===== src/ssync_pkg.sv =====
// Purpose: Shared constants and types for the synchronous serial channel
// Assumes: AXI4-Lite, 32-bit data, one aligned word per register
// Notes:   Byte offsets, field positions and reset values live here
package ssync_pkg;

	// Register byte offsets
	localparam logic [7:0] SSYNC_OFS_MODE  = 8'h00;
	localparam logic [7:0] SSYNC_OFS_CTRL0 = 8'h04;
	localparam logic [7:0] SSYNC_OFS_CTRL1 = 8'h08;
	localparam logic [7:0] SSYNC_OFS_TXBUF = 8'h0c;
	localparam logic [7:0] SSYNC_OFS_RXBUF = 8'h10;
	localparam logic [7:0] SSYNC_OFS_PIN   = 8'h14;
	localparam logic [7:0] SSYNC_OFS_BRG   = 8'h18;

	// Mode register fields
	localparam int SSYNC_MODE_SYNC   = 0;
	localparam int SSYNC_MODE_CLKEXT = 3;

	// Control 0 fields
	localparam int SSYNC_C0_FLOW_FUNC = 2;
	localparam int SSYNC_C0_FLOW_DIS  = 4;
	localparam int SSYNC_C0_OPEN_DR   = 5;
	localparam int SSYNC_C0_CLK_POL   = 6;
	localparam int SSYNC_C0_MSB_FIRST = 7;

	// Control 1 fields
	localparam int SSYNC_C1_TX_EN    = 0;
	localparam int SSYNC_C1_TX_EMPTY = 1;
	localparam int SSYNC_C1_RX_EN    = 2;
	localparam int SSYNC_C1_RX_FULL  = 3;
	localparam int SSYNC_C1_OVERRUN  = 4;
	localparam int SSYNC_C1_CONT_RX  = 5;
	localparam int SSYNC_C1_DATA_INV = 6;

	// Pin configuration fields
	localparam int SSYNC_PIN_RX_DIR   = 0;
	localparam int SSYNC_PIN_CLK_DIR  = 1;
	localparam int SSYNC_PIN_MULTI    = 2;
	localparam int SSYNC_PIN_CLK_SEL  = 3;
	localparam int SSYNC_PIN_SEP_FLOW = 4;
	localparam int SSYNC_PIN_GPIO_OUT = 8;
	localparam int SSYNC_PIN_GPIO_DIR = 9;
	localparam int SSYNC_PIN_RX_LVL   = 16;
	localparam int SSYNC_PIN_FLOW_LVL = 17;

	// Reset values
	localparam logic [7:0] SSYNC_RST_CTRL0 = 8'h00;
	localparam logic [9:0] SSYNC_RST_PIN   = 10'h000;
	localparam logic [7:0] SSYNC_RST_BRG   = 8'h03;
	localparam logic [7:0] SSYNC_RST_TXBUF = 8'hff;

	// Character length and bus responses
	localparam logic [2:0] SSYNC_LAST_BIT = 3'h7;
	localparam logic [1:0] SSYNC_RESP_OK  = 2'h0;
	localparam logic [1:0] SSYNC_RESP_ERR = 2'h2;

	typedef enum logic [0:0] {
		SSYNC_IDLE  = 1'b0,
		SSYNC_SHIFT = 1'b1
	} ssync_state_t;

endpackage


===== src/ssync_sync.sv =====
// Purpose: Two-stage synchroniser for pin inputs
// Assumes: Inputs are asynchronous to aclk
// Notes:   Only the second stage leaves this module
`timescale 1ns/1ps
module ssync_sync
	import ssync_pkg::*;
#(
	parameter int W = 4
)
(
	// Clock and reset
	input  wire logic         aclk,
	input  wire logic         aresetn,
	// Levels
	input  wire logic [W-1:0] d,
	output logic      [W-1:0] q
);

	typedef struct packed {
		logic [W-1:0] meta;
		logic [W-1:0] stable;
	} ssync_sync_t;

	ssync_sync_t s;
	ssync_sync_t next_s;

	always_comb
	begin
		next_s.meta   = d;
		next_s.stable = s.meta;
	end

	// Pins idle high, so reset to ones
	always_ff @(posedge aclk)
	begin
		if (!aresetn)
			s <= '1;
		else
			s <= next_s;
	end

	assign q = s.stable;

endmodule


===== src/ssync_core.sv =====
// Purpose: Clock synchronous serial channel with pin options, AXI4-Lite slave
// Assumes: Pins pass two flip-flops; peer keeps its own flow and clock duties
// Notes:   One character of eight bits per transfer, full duplex
//
// The register offsets and the AXI4-Lite register port are this design's own decisions.
`timescale 1ns/1ps
module ssync_core
	import ssync_pkg::*;
(
	// Clock and reset
	input  wire logic        aclk,
	input  wire logic        aresetn,
	// AXI4-Lite write
	input  wire logic [7:0]  s_axi_awaddr,
	input  wire logic        s_axi_awvalid,
	output logic             s_axi_awready,
	input  wire logic [31:0] s_axi_wdata,
	input  wire logic [3:0]  s_axi_wstrb,
	input  wire logic        s_axi_wvalid,
	output logic             s_axi_wready,
	output logic [1:0]       s_axi_bresp,
	output logic             s_axi_bvalid,
	input  wire logic        s_axi_bready,
	// AXI4-Lite read
	input  wire logic [7:0]  s_axi_araddr,
	input  wire logic        s_axi_arvalid,
	output logic             s_axi_arready,
	output logic [31:0]      s_axi_rdata,
	output logic [1:0]       s_axi_rresp,
	output logic             s_axi_rvalid,
	input  wire logic        s_axi_rready,
	// Serial data pins
	output logic             serial_out_pin_o,
	output logic             serial_out_pin_oe,
	input  wire logic        serial_in_pin_i,
	// Transfer clock pins
	input  wire logic        transfer_clock_pin_i,
	output logic             transfer_clock_pin_o,
	output logic             transfer_clock_pin_oe,
	output logic             transfer_clock_alt_o,
	output logic             transfer_clock_alt_oe,
	// Flow control pins
	input  wire logic        flow_control_pin_i,
	output logic             flow_control_pin_o,
	output logic             flow_control_pin_oe,
	input  wire logic        flow_cts_alt_i
);

	typedef struct packed {
		logic         aw_held;
		logic [7:0]   awaddr;
		logic         w_held;
		logic [31:0]  wdata;
		logic [3:0]   wstrb;
		logic         bvalid;
		logic [1:0]   bresp;
		logic         rvalid;
		logic [31:0]  rdata;
		logic [1:0]   rresp;
		logic         mode_sync;
		logic         clk_ext;
		logic [7:0]   ctrl0;
		logic         tx_en;
		logic         rx_en;
		logic         cont_rx;
		logic         data_inv;
		logic         tx_empty;
		logic         rx_full;
		logic         overrun;
		logic [7:0]   txbuf;
		logic [7:0]   rxbuf;
		logic [9:0]   pin_cfg;
		logic [7:0]   brg;
		ssync_state_t state;
		logic [2:0]   cnt;
		logic [7:0]   div;
		logic         sclk;
		logic         txd;
		logic [7:0]   tsh;
		logic [7:0]   rsh;
		logic         rx_act;
		logic         cont_go;
		logic         clk_prev;
	} ssync_core_t;

	ssync_core_t s;
	ssync_core_t next_s;

	logic [3:0] sy;
	logic       sy_rx;
	logic       sy_clk;
	logic       sy_flow;
	logic       sy_cts_alt;

	ssync_sync #(
		.W (4)
	) u_sync (
		.aclk    (aclk),
		.aresetn (aresetn),
		.d       ({flow_cts_alt_i, flow_control_pin_i, transfer_clock_pin_i, serial_in_pin_i}),
		.q       (sy)
	);

	assign sy_rx      = sy[0];
	assign sy_clk     = sy[1];
	assign sy_flow    = sy[2];
	assign sy_cts_alt = sy[3];

	// Address decode shared by read and write: {valid, word index}
	function automatic logic [3:0] ssync_decode(input logic [7:0] a);
		logic [2:0] idx;
		idx = a[4:2];
		ssync_decode = {(a[1:0] == 2'h0) && (a[7:5] == 3'h0) && (idx <= 3'h6), idx};
	endfunction

	// Byte-lane merge for partial writes
	function automatic logic [31:0] ssync_merge(input logic [31:0] old, input logic [31:0] wd, input logic [3:0] st);
		logic [31:0] r;
		r = old;
		for (int i = 0; i < 4; i++)
		begin
			if (st[i])
				r[i*8 +: 8] = wd[i*8 +: 8];
		end
		ssync_merge = r;
	endfunction

	logic multi_on;
	logic sep_on;
	logic flow_gpio;
	logic use_cts;
	logic use_rts;
	logic cts_level;
	logic rts_level;
	logic idle_lvl;
	logic ext_ok;
	logic start_ok;

	assign multi_on  = s.pin_cfg[SSYNC_PIN_MULTI] && !s.clk_ext;
	// separate pins yield to multi-pin clock
	assign sep_on    = s.pin_cfg[SSYNC_PIN_SEP_FLOW] && !multi_on;
	assign flow_gpio = s.ctrl0[SSYNC_C0_FLOW_DIS] || multi_on;
	assign use_cts   = !flow_gpio && (sep_on || !s.ctrl0[SSYNC_C0_FLOW_FUNC]);
	assign use_rts   = !flow_gpio && (sep_on || s.ctrl0[SSYNC_C0_FLOW_FUNC]);
	assign cts_level = sep_on ? sy_cts_alt : sy_flow;
	// Low while a received character would have room
	assign rts_level = !(s.rx_en && !s.rx_full);
	assign idle_lvl  = !s.ctrl0[SSYNC_C0_CLK_POL];
	// external clock needs pin direction input
	assign ext_ok    = !s.pin_cfg[SSYNC_PIN_CLK_DIR] && (sy_clk == idle_lvl);
	assign start_ok  = s.mode_sync && s.tx_en && (!s.tx_empty || s.cont_go) &&
	                   (!use_cts || !cts_level) && (!s.clk_ext || ext_ok);

	always_comb
	begin
		logic [3:0]  rdec;
		logic [3:0]  wdec;
		logic [31:0] rd;
		logic [31:0] wv;
		logic        tog;
		logic        lead;
		logic        trail;
		logic [7:0]  rnext;
		logic        rearm;
		rdec  = ssync_decode(s_axi_araddr);
		wdec  = ssync_decode(s.awaddr);
		rd    = 32'h0;
		wv    = 32'h0;
		tog   = 1'b0;
		lead  = 1'b0;
		trail = 1'b0;
		rnext = 8'h0;
		rearm = 1'b0;
		next_s = s;
		next_s.clk_prev = sy_clk;

		// Read channel, side effects at address acceptance
		if (s.rvalid && s_axi_rready)
			next_s.rvalid = 1'b0;
		if (s_axi_arvalid && !s.rvalid)
		begin
			next_s.rvalid = 1'b1;
			next_s.rresp  = rdec[3] ? SSYNC_RESP_OK : SSYNC_RESP_ERR;
			case ({rdec[3], rdec[2:0]})
				{1'b1, SSYNC_OFS_MODE[4:2]}:
				begin
					rd[SSYNC_MODE_SYNC]   = s.mode_sync;
					rd[SSYNC_MODE_CLKEXT] = s.clk_ext;
				end
				{1'b1, SSYNC_OFS_CTRL0[4:2]}: rd[7:0] = s.ctrl0;
				{1'b1, SSYNC_OFS_CTRL1[4:2]}:
				begin
					rd[SSYNC_C1_TX_EN]    = s.tx_en;
					rd[SSYNC_C1_TX_EMPTY] = s.tx_empty;
					rd[SSYNC_C1_RX_EN]    = s.rx_en;
					rd[SSYNC_C1_RX_FULL]  = s.rx_full;
					rd[SSYNC_C1_OVERRUN]  = s.overrun;
					rd[SSYNC_C1_CONT_RX]  = s.cont_rx;
					rd[SSYNC_C1_DATA_INV] = s.data_inv;
				end
				{1'b1, SSYNC_OFS_RXBUF[4:2]}:
				begin
					rd[7:0] = s.data_inv ? ~s.rxbuf : s.rxbuf;
					next_s.rx_full = 1'b0;
					next_s.overrun = 1'b0;
					if (s.cont_rx && s.rx_en && s.tx_en)
						rearm = 1'b1;
				end
				{1'b1, SSYNC_OFS_PIN[4:2]}:
				begin
					rd[9:0] = s.pin_cfg;
					// pin level readable as a port
					rd[SSYNC_PIN_RX_LVL]   = sy_rx;
					rd[SSYNC_PIN_FLOW_LVL] = sy_flow;
				end
				{1'b1, SSYNC_OFS_BRG[4:2]}: rd[7:0] = s.brg;
				default: rd = 32'h0;
			endcase
			next_s.rdata = rd;
		end

		// Serial engine
		case (s.state)
			SSYNC_IDLE:
			begin
				next_s.txd  = 1'b1;
				next_s.sclk = idle_lvl;
				next_s.div  = 8'h0;
				if (start_ok)
				begin
					next_s.state    = SSYNC_SHIFT;
					// dummy data shifts even when receiving only
					next_s.tsh      = s.txbuf;
					next_s.tx_empty = 1'b1;
					next_s.cnt      = 3'h0;
					next_s.cont_go  = 1'b0;
					// receive needs enable and input direction
					next_s.rx_act   = s.rx_en && !s.pin_cfg[SSYNC_PIN_RX_DIR];
				end
			end
			SSYNC_SHIFT:
			begin
				if (!s.clk_ext)
				begin
					// internal half period of brg+1 cycles
					if (s.div == s.brg)
					begin
						next_s.div  = 8'h0;
						next_s.sclk = ~s.sclk;
						tog         = 1'b1;
					end
					else
						next_s.div = s.div + 8'h1;
					lead  = tog && (s.sclk == idle_lvl);
					trail = tog && (s.sclk != idle_lvl);
				end
				else
				begin
					lead  = (s.clk_prev == idle_lvl) && (sy_clk != idle_lvl);
					trail = (s.clk_prev != idle_lvl) && (sy_clk == idle_lvl);
				end
				// shift on leading edge, sample on trailing
				if (lead)
				begin
					if (s.ctrl0[SSYNC_C0_MSB_FIRST])
					begin
						next_s.txd = s.tsh[7];
						next_s.tsh = {s.tsh[6:0], 1'b1};
					end
					else
					begin
						next_s.txd = s.tsh[0];
						next_s.tsh = {1'b1, s.tsh[7:1]};
					end
				end
				if (trail)
				begin
					rnext = s.ctrl0[SSYNC_C0_MSB_FIRST] ? {s.rsh[6:0], sy_rx} : {sy_rx, s.rsh[7:1]};
					next_s.rsh = rnext;
					next_s.cnt = s.cnt + 3'h1;
					if (s.cnt == SSYNC_LAST_BIT)
					begin
						next_s.state = SSYNC_IDLE;
						if (s.rx_act)
						begin
							// Unread data is overwritten, flagged as overrun
							if (next_s.rx_full)
								next_s.overrun = 1'b1;
							next_s.rxbuf   = rnext;
							next_s.rx_full = 1'b1;
						end
					end
				end
				if (!s.mode_sync)
					next_s.state = SSYNC_IDLE;
			end
			default: next_s.state = SSYNC_IDLE;
		endcase

		// Re-arm from a read outlives a start in the same cycle
		if (rearm)
			next_s.cont_go = 1'b1;

		// Write channel, after the engine so new data is not lost
		if (s.bvalid && s_axi_bready)
			next_s.bvalid = 1'b0;
		if (s_axi_awvalid && !s.aw_held && !s.bvalid)
		begin
			next_s.aw_held = 1'b1;
			next_s.awaddr  = s_axi_awaddr;
		end
		if (s_axi_wvalid && !s.w_held && !s.bvalid)
		begin
			next_s.w_held = 1'b1;
			next_s.wdata  = s_axi_wdata;
			next_s.wstrb  = s_axi_wstrb;
		end
		if (s.aw_held && s.w_held && !s.bvalid)
		begin
			next_s.aw_held = 1'b0;
			next_s.w_held  = 1'b0;
			next_s.bvalid  = 1'b1;
			next_s.bresp   = wdec[3] ? SSYNC_RESP_OK : SSYNC_RESP_ERR;
			case ({wdec[3], wdec[2:0]})
				{1'b1, SSYNC_OFS_MODE[4:2]}:
				begin
					wv = ssync_merge({28'h0, s.clk_ext, 2'h0, s.mode_sync}, s.wdata, s.wstrb);
					next_s.mode_sync = wv[SSYNC_MODE_SYNC];
					next_s.clk_ext   = wv[SSYNC_MODE_CLKEXT];
				end
				{1'b1, SSYNC_OFS_CTRL0[4:2]}:
				begin
					wv = ssync_merge({24'h0, s.ctrl0}, s.wdata, s.wstrb);
					next_s.ctrl0 = wv[7:0];
				end
				{1'b1, SSYNC_OFS_CTRL1[4:2]}:
				begin
					wv = ssync_merge({25'h0, s.data_inv, s.cont_rx, 2'h0, s.rx_en, 1'b0, s.tx_en}, s.wdata, s.wstrb);
					next_s.tx_en    = wv[SSYNC_C1_TX_EN];
					next_s.rx_en    = wv[SSYNC_C1_RX_EN];
					next_s.cont_rx  = wv[SSYNC_C1_CONT_RX];
					next_s.data_inv = wv[SSYNC_C1_DATA_INV];
				end
				{1'b1, SSYNC_OFS_TXBUF[4:2]}:
				begin
					if (s.wstrb[0])
					begin
						next_s.txbuf    = s.data_inv ? ~s.wdata[7:0] : s.wdata[7:0];
						next_s.tx_empty = 1'b0;
					end
				end
				{1'b1, SSYNC_OFS_PIN[4:2]}:
				begin
					wv = ssync_merge({22'h0, s.pin_cfg}, s.wdata, s.wstrb);
					next_s.pin_cfg = wv[9:0];
				end
				{1'b1, SSYNC_OFS_BRG[4:2]}:
				begin
					wv = ssync_merge({24'h0, s.brg}, s.wdata, s.wstrb);
					next_s.brg = wv[7:0];
				end
				default: wv = 32'h0;
			endcase
		end
	end

	always_ff @(posedge aclk)
	begin
		if (!aresetn)
		begin
			s          <= '0;
			s.ctrl0    <= SSYNC_RST_CTRL0;
			s.pin_cfg  <= SSYNC_RST_PIN;
			s.brg      <= SSYNC_RST_BRG;
			s.txbuf    <= SSYNC_RST_TXBUF;
			s.tx_empty <= 1'b1;
			s.state    <= SSYNC_IDLE;
			s.sclk     <= 1'b1;
			s.txd      <= 1'b1;
			s.clk_prev <= 1'b1;
		end
		else
			s <= next_s;
	end

	// Bus outputs
	assign s_axi_awready = !s.aw_held && !s.bvalid;
	assign s_axi_wready  = !s.w_held && !s.bvalid;
	assign s_axi_bvalid  = s.bvalid;
	assign s_axi_bresp   = s.bresp;
	assign s_axi_arready = !s.rvalid;
	assign s_axi_rvalid  = s.rvalid;
	assign s_axi_rdata   = s.rdata;
	assign s_axi_rresp   = s.rresp;

	assign serial_out_pin_o  = s.txd && !s.ctrl0[SSYNC_C0_OPEN_DR];
	assign serial_out_pin_oe = s.mode_sync && !(s.ctrl0[SSYNC_C0_OPEN_DR] && s.txd);

	// clock drives one of two pins
	assign transfer_clock_pin_o  = s.sclk;
	assign transfer_clock_pin_oe = s.mode_sync && !s.clk_ext && !(multi_on && s.pin_cfg[SSYNC_PIN_CLK_SEL]);
	assign transfer_clock_alt_o  = s.sclk;
	assign transfer_clock_alt_oe = s.mode_sync && multi_on && s.pin_cfg[SSYNC_PIN_CLK_SEL];

	assign flow_control_pin_o  = flow_gpio ? s.pin_cfg[SSYNC_PIN_GPIO_OUT] : rts_level;
	assign flow_control_pin_oe = flow_gpio ? s.pin_cfg[SSYNC_PIN_GPIO_DIR] : (use_rts && s.mode_sync);

endmodule


===== config.mk =====
export PLATFORM = sky130hd
export DESIGN_NAME = ssync_core
export DESIGN_NICKNAME = d
export VERILOG_FILES = /design/src/ssync_pkg.sv /design/src/ssync_sync.sv /design/src/ssync_core.sv
export SDC_FILE = /design/constraint.sdc
export NUM_CORES = 1
export LEC_CHECK = 0
export BUFFER_PORTS_ARGS = -buffer_cell sky130_fd_sc_hd__buf_2
export CORE_MARGIN = 10
export CORE_UTILIZATION = 40
export CTS_BUF_LIST = sky130_fd_sc_hd__clkbuf_16
export DETAILED_ROUTE_END_ITERATION = 8
export PLACE_DENSITY_LB_ADDON = 0.1
export SYNTH_ARGS = -nofsm -noshare
export SYNTH_HDL_FRONTEND = slang
export SYNTH_HIERARCHICAL = 1
export SYNTH_SLANG_ARGS = --single-unit

===== constraint.sdc =====
create_clock -name aclk -period 2.23 [get_ports aclk]
set_input_delay 0.1115 -clock aclk [delete_from_list [all_inputs] [get_ports aclk]]
set_output_delay 0.1115 -clock aclk [all_outputs]
set_load 0.05 [all_outputs]

==> results.tsv, run 1 <==
stage	metric	value	unit
timing	clock.fmax	470.6	MHz
die	die_w	144.7	um
critical_path	worst_path_max_delay_cell	or4_4	
logic_synthesis	netlist_area	6216	sq um
timing	hold_violations	0	
critical_path	worst-path-max-fanout	8	
timing	min_period_over_period	0.9529	
clock_network	cts_tree	done	
logic_synthesis	synth_area_leaders	dfxtp_1 (42%), nand2_1 (6.9%), mux2i_1 (6.4%), a21oi_1 (5.1%), buf_4 (4.5%)	
detailed_routing	wl	17170	um
logic_synthesis	synth_top_area_frac	0.4187	
placement	dp_hpwl	12050	um
power	p_total	6043	uW
layout	nNetsFinal	868	
detailed_routing	via_per_inst	5.329	
timing	fin_crit	2125	ps
status	status	finished, final reports clean	
logic_synthesis	yosysTopAreaCell	dfxtp_1	
timing	rsz0062_at_grt	yes	
logic_synthesis	synth_cells	727	
critical_path	crit_arrival	2400	ps
die	start_util	0.4089	
die	die_h	144.7	um
critical_path	crit_chain	or4_4 -> nor4b_2 -> nand3_2 -> mux2i_1 -> nand2_1	
run	maxCapViolCount	0	
logic_synthesis	ys_async_sr_fraction	0	
logic_synthesis	yosysMostFrequentCell	dfxtp_1	
critical_path	r2r_setup_slack	110	ps
detailed_routing	ant_nets	0	
detailed_routing	post-route-drc-count	0	
logic_synthesis	ys_types	61	
critical_path	critPathRequiredTime	2500	ps
global_routing	grt_overflow	0	
layout	n_fill_cell	1461	
layout	design_area	7517	sq um
logic_synthesis	synthTopCellsByCount	dfxtp_1 (130), nand2_1 (114), a21oi_1 (63), nor2_1 (48), mux2i_1 (40)	
detailed_routing	num_vias	5340	
clock_network	cts_buffers	17	
timing	fin_setup_tns	0	ps
timing	fin_worst_skew	6.687	ps
detailed_routing	dr.first_iter.drc_count	417	
clock_network	clk_latency	410	ps
global_routing	grt.total_usage	0.1678	
timing	setup_slack	105.1	ps
logic_synthesis	synth-seq-cells	130	
global_routing	antenna_found_initial	0	
detailed_routing	drtPass1Iterations	5	
timing	max-slew-margin-rel	0.5208	
clock_network	clockBufferDepth	2	
detailed_routing	wl_per_cell	17.14	um
power	power_density	803.8	nW/um^2
layout	finish.utilization	0.4945	
placement	gp_congestion	0.8914	
placement	dpl_cell_area	6578	sq um
critical_path	crit_type	flop to flop	
logic_synthesis	avgSynthCellArea	8.550	sq um
die	rows	45	
hold_path	hold_path_class	input pin to flop	
timing	setup_violations	0	
die	core	15200	sq um
clock_network	cts_num_sinks	130	
layout	area_growth	20.93	%
layout	drive_gt1_frac	0.1683	
critical_path	startpoint_type	flop	
timing	slew_violations	0	
power	ir_drop	0.4905	mV
critical_path	worstSetupEndpointType	flop	
placement	port_buffers	65	
power	p_leak	0.003164	uW
die	ioPinCount	112	
clock_network	path_clk_slew	60	ps
logic_synthesis	synth_warnings	6	
clock_network	postCtsSetupBuffers	0	
clock_network	cts_root_buf	clkbuf_16	
logic_synthesis	yosysSeqAreaShare	0.4187	
die	die-area	20930	sq um
timing	worstMarginPinSlew	716.2	ps
logic_synthesis	synth_edf_count	0	
logic_synthesis	synth-main-ff-cell	dfxtp_1	
layout	diodes	0	
critical_path	max_stage_delay	570	ps
global_routing	grt_pass1_vias	5201	
global_routing	grt_first_pass_wirelength	27460	um
clock_network	htree_levels	4	
global_routing	grt_max_degree	59	
placement	dp_slack	117.4	ps
layout make-up:
type                       count  area, sq um  area share
inverter                       9        33.78    0.004494
clock buffer                  17        425.4     0.05659
clock inverter                14        236.5     0.03146
multi-input combinational    532         3226      0.4291
timing repair buffer         112        758.2      0.1009
sequential                   130         2603      0.3462
tap                          188        235.2     0.03129
stage by stage:
step	instances	hold WS, ps
3_5_place_dp	944	294.0
4_1_cts	1002	147.3
2_1_floorplan	748	184.5
3_3_place_gp	944	290.9
5_1_grt	1002	207.2
6_report	1002	156.4
where the power goes:
part / internal [uW] / switching, uW
logic: 148 / 333
clock network: 2090 / 1050
registers: 2370 / 51.2
total: 4610 / 1430
worst max-delay path: cells and delay by family (launching register included):
kind	cells	cell delay, ps
flops	1	310
mux	1	240
simple gates	4	1440
final timing paths:
kind	start	endpoint	cells past startpoint
setup / recovery	s[165]	s[34]	5
hold / removal	s_axi_awvalid	s[159]	4
setup reg to reg	s[165]	s[34]	5
hold reg to reg	u_sync/next_s[0]	u_sync/q[0]	1
routing by layer:
| metal | share of wire | vias to the layer above | global-route usage | wire length (um) |
|---|---|---|---|---|
| li1 | - | 2653 | - | - |
| met1 | 0.46 | 2520 | 0.2065 | 7863 |
| met2 | 0.48 | 149 | 0.2803 | 8163 |
| met3 | 0.054 | 18 | 0.03911 | 920 |
| met4 | 0.013 | 0 | 0.05957 | 224 |
| met5 | 0 | - | 0 | 0 |
repair_timing:
action	CTS	global route
endpoints found under the hold margin	26	0
setup endpoints to repair	0	12
hold buffers	27	0
gates resized for setup	0	1
kinds of logic after synthesis:
group | after synthesis | share of synthesized area
AND/OR/NAND/NOR | 275 | 0.2140
XOR/XNOR | 32 | 0.04509
flip-flops | 130 | 0.4187
adder cells (fa/ha/maj) | 3 | 0.006039
buffers and inverters | 86 | 0.07629
AO/OA/AOI/OAI | 151 | 0.1586
multiplexers | 49 | 0.08072
other | 1 | 0.0006033
state kept, by name (all words and copies together) (netlist names):
signal,flops
u_sync/q,4
s,105
s_axi_rdata,12
transfer_clock_alt_o,1
s_axi_bvalid,1
s_axi_rvalid,1
s_axi_rresp,1
u_sync/next_s,4
s_axi_bresp,1
cells in the final DEF, fill, tap and decap left out, types with 18 or more instances in the layout:
cell type / instances
buf_4: 19
nand2_1: 114
dfxtp_1: 130
buf_2: 65
mux2i_1: 40
nor2_1: 48
dlygate4sd3_1: 27
nor3_1: 30
a21oi_1: 63
nand3_1: 21
xnor2_1: 23
o21ai_0: 18
conb_1: 22
(Power assumes the default switching activity.)
==> run 2, diff against run 1 <==
--- a/config.mk
+++ b/config.mk
@@ -5,8 +5,7 @@
 export SDC_FILE = /design/constraint.sdc
 export NUM_CORES = 1
 export LEC_CHECK = 0
-export BUFFER_PORTS_ARGS = -buffer_cell sky130_fd_sc_hd__buf_2
-export CORE_MARGIN = 10
+export BUFFER_PORTS_ARGS = -buffer_cell sky130_fd_sc_hd__buf_4
 export CORE_UTILIZATION = 40
 export CTS_BUF_LIST = sky130_fd_sc_hd__clkbuf_16
 export DETAILED_ROUTE_END_ITERATION = 8
==> results.tsv, run 2 (synthesis gave the netlist of run 1 again) <==
stage	metric	value	unit	change
status	status	finished, final reports clean		
placement	dpl_cell_area	6763	sq um	+2.8%
clock_network	postCtsSetupBuffers	0		unchanged
critical_path	crit_family	simple AND/OR/NAND/NOR gates		
power	p_leak	0.003169	uW	+0.14%
layout	final_common_cell	dfxtp_1		
layout	stdcell_count	1006		+0.40%
detailed_routing	num_vias	5294		-0.86%
global_routing	grt.total_usage	0.2110		+0.04325
power	power_density	728.1	nW/um^2	-9.4%
global_routing	grt_first_pass_wirelength	26110	um	-4.9%
critical_path	worst-path-buf-inv	0		unchanged
clock_network	cts_root_buf	clkbuf_16		
critical_path	worst_path_max_delay_cell	or4_4		
die	die-area	16040	sq um	-23%
detailed_routing	ant_nets	0		unchanged
clock_network	htree_levels	4		unchanged
timing	setup_violations	0		unchanged
placement	dp_hpwl	11350	um	-5.8%
timing	worstMarginPinSlew	547.5	ps	-168.6 ps
die	ioPinCount	112		unchanged
run	maxCapViolCount	0		unchanged
global_routing	grt_max_degree	56		-5.1%
clock_network	clockBufferDepth	2		unchanged
die	core	15200	sq um	unchanged
critical_path	startpoint_type	flop		
layout	n_fill_cell	1468		+0.48%
layout	diodes	0		unchanged
layout	nNetsFinal	871		+0.35%
timing	fin_worst_skew	5.785	ps	-0.9013 ps
detailed_routing	wl	16310	um	-5.0%
detailed_routing	post-route-drc-count	0		unchanged
clock_network	cts_buffers	17		unchanged
critical_path	critPathRequiredTime	2540	ps	+40 ps
timing	fin_crit	2135	ps	+10.16 ps
detailed_routing	wl_per_cell	16.21	um	-5.4%
global_routing	grt_overflow	0		unchanged
placement	gp_congestion	0.8782		-1.5%
layout	drive_gt1_frac	0.1711		+0.002844
die	start_util	0.4089		unchanged
layout	mostFrequentLayoutCells	dfxtp_1 (130), nand2_1 (114), buf_4 (87)		
critical_path	crit_arrival	2440	ps	+40 ps
power	ir_drop	0.5000	mV	+1.9%
die	rows	45		unchanged
clock_network	cts_tree	done		
die	die_w	126.7	um	-12%
critical_path	crit_type	flop to flop		
timing	rsz0062_at_grt	yes		
hold_path	hold_path_class	input pin to flop		
layout	largest-register	s		
timing	hold_violations	0		unchanged
layout	area_growth	22.02	%	
critical_path	worstSetupEndpointType	flop		
die	die_h	126.7	um	-12%
global_routing	antenna_found_initial	0		unchanged
timing	slew_violations	0		unchanged
critical_path	crit_chain	or4_4 -> nor4b_2 -> nand3_2 -> mux2i_1 -> nor2_1		
clock_network	clk_latency	420	ps	about the same
detailed_routing	drtPass1Iterations	4		-1
global_routing	grt_pass1_vias	5050		-2.9%
critical_path	worst-path-max-fanout	8		unchanged
critical_path	max_stage_delay	570	ps	about the same
clock_network	cts_num_sinks	130		unchanged
timing	clock.fmax	468.4	MHz	-0.48%
detailed_routing	via_per_inst	5.262		-1.3%
timing	max-slew-margin-rel	0.6322		+0.1114
layout	largest_reg_flops	105		unchanged
placement	dp.cells	947		+0.32%
power	p_total	5522	uW	-8.6%
layout	design_area	7585	sq um	+0.90%
clock_network	path_clk_slew	60	ps	about the same
placement	port_buffers	65		unchanged
timing	min_period_over_period	0.9574		+0.004554
detailed_routing	dr.first_iter.drc_count	287		-31%
## run 2: changes by cell type in the layout (fill, tap and decap cells not counted)
| cell | previous run | this run |
|---|---|---|
| clkinv_4 | 3 | 1 |
| buf_2 | 65 | 0 |
| clkinvlp_4 | 1 | 4 |
| inv_1 | 8 | 9 |
| clkinv_2 | 2 | 5 |
| buf_4 | 19 | 87 |
| inv_6 | 1 | 2 |
| bufinv_16 | 6 | 1 |
## run 2: power breakdown
group | total [uW] | internal, uW | switching [uW]
registers | 2430 | 2370 | 52.5
clock network | 2590 | 1520 | 1070
logic | 510 | 179 | 331
## run 2: what timing repair did
action	in CTS	in global routing
endpoints found under the setup margin	0	10
endpoints found under the hold margin	26	0
gates resized for setup	0	1
hold buffers	27	0
## run 2: cell type report
type                            count  area [sq um]  share of cell area
Clock buffer                       17         425.4             0.05609
Clock inverter                     15         118.9             0.01567
Inverter                            9         33.78            0.004454
Multi-Input combinational cell    532          3226              0.4253
Sequential cell                   130          2603              0.3431
Tap cell                          188         235.2             0.03101
Timing Repair Buffer              115         943.4              0.1244
## run 2: worst register-to-register path, cell delays in order, from the launching register on
cell	delay (ps)
dfxtp_1	310
or4_4	570
nor4b_2	450
nand3_2	370
mux2i_1	270
nor2_1	50
## run 2: worst paths after layout
check	endpoint	startpoint	slack, ps	depth (start not counted)
worst min-delay path	u_sync/next_s[3]	aresetn	70	2
worst max-delay path	s[36]	s[165]	90	5
worst max register to register	s[36]	s[165]	90	5
worst min register to register	u_sync/q[1]	u_sync/next_s[1]	410	1
## run 2: metrics by stage
stage	hold slack [ps]	worst slack, ps	TNS (ps)	utilization
6_report	73.00	94.97	0	0.4989
4_1_cts	57.37	103.3	0	0.4984
3_3_place_gp	294.1	145.1	0	0.4449
5_1_grt	86.40	-29.08	-41.90	0.4989
2_1_floorplan	184.5	151.9	0	-
3_5_place_dp	297.6	115.6	0	0.4449
## run 2: routing by layer
layer  GRT usage  share of wire
met3     0.03712          0.034
met4     0.08613          0.019
met1      0.2615           0.46
met2      0.3630           0.49
met5           0              0
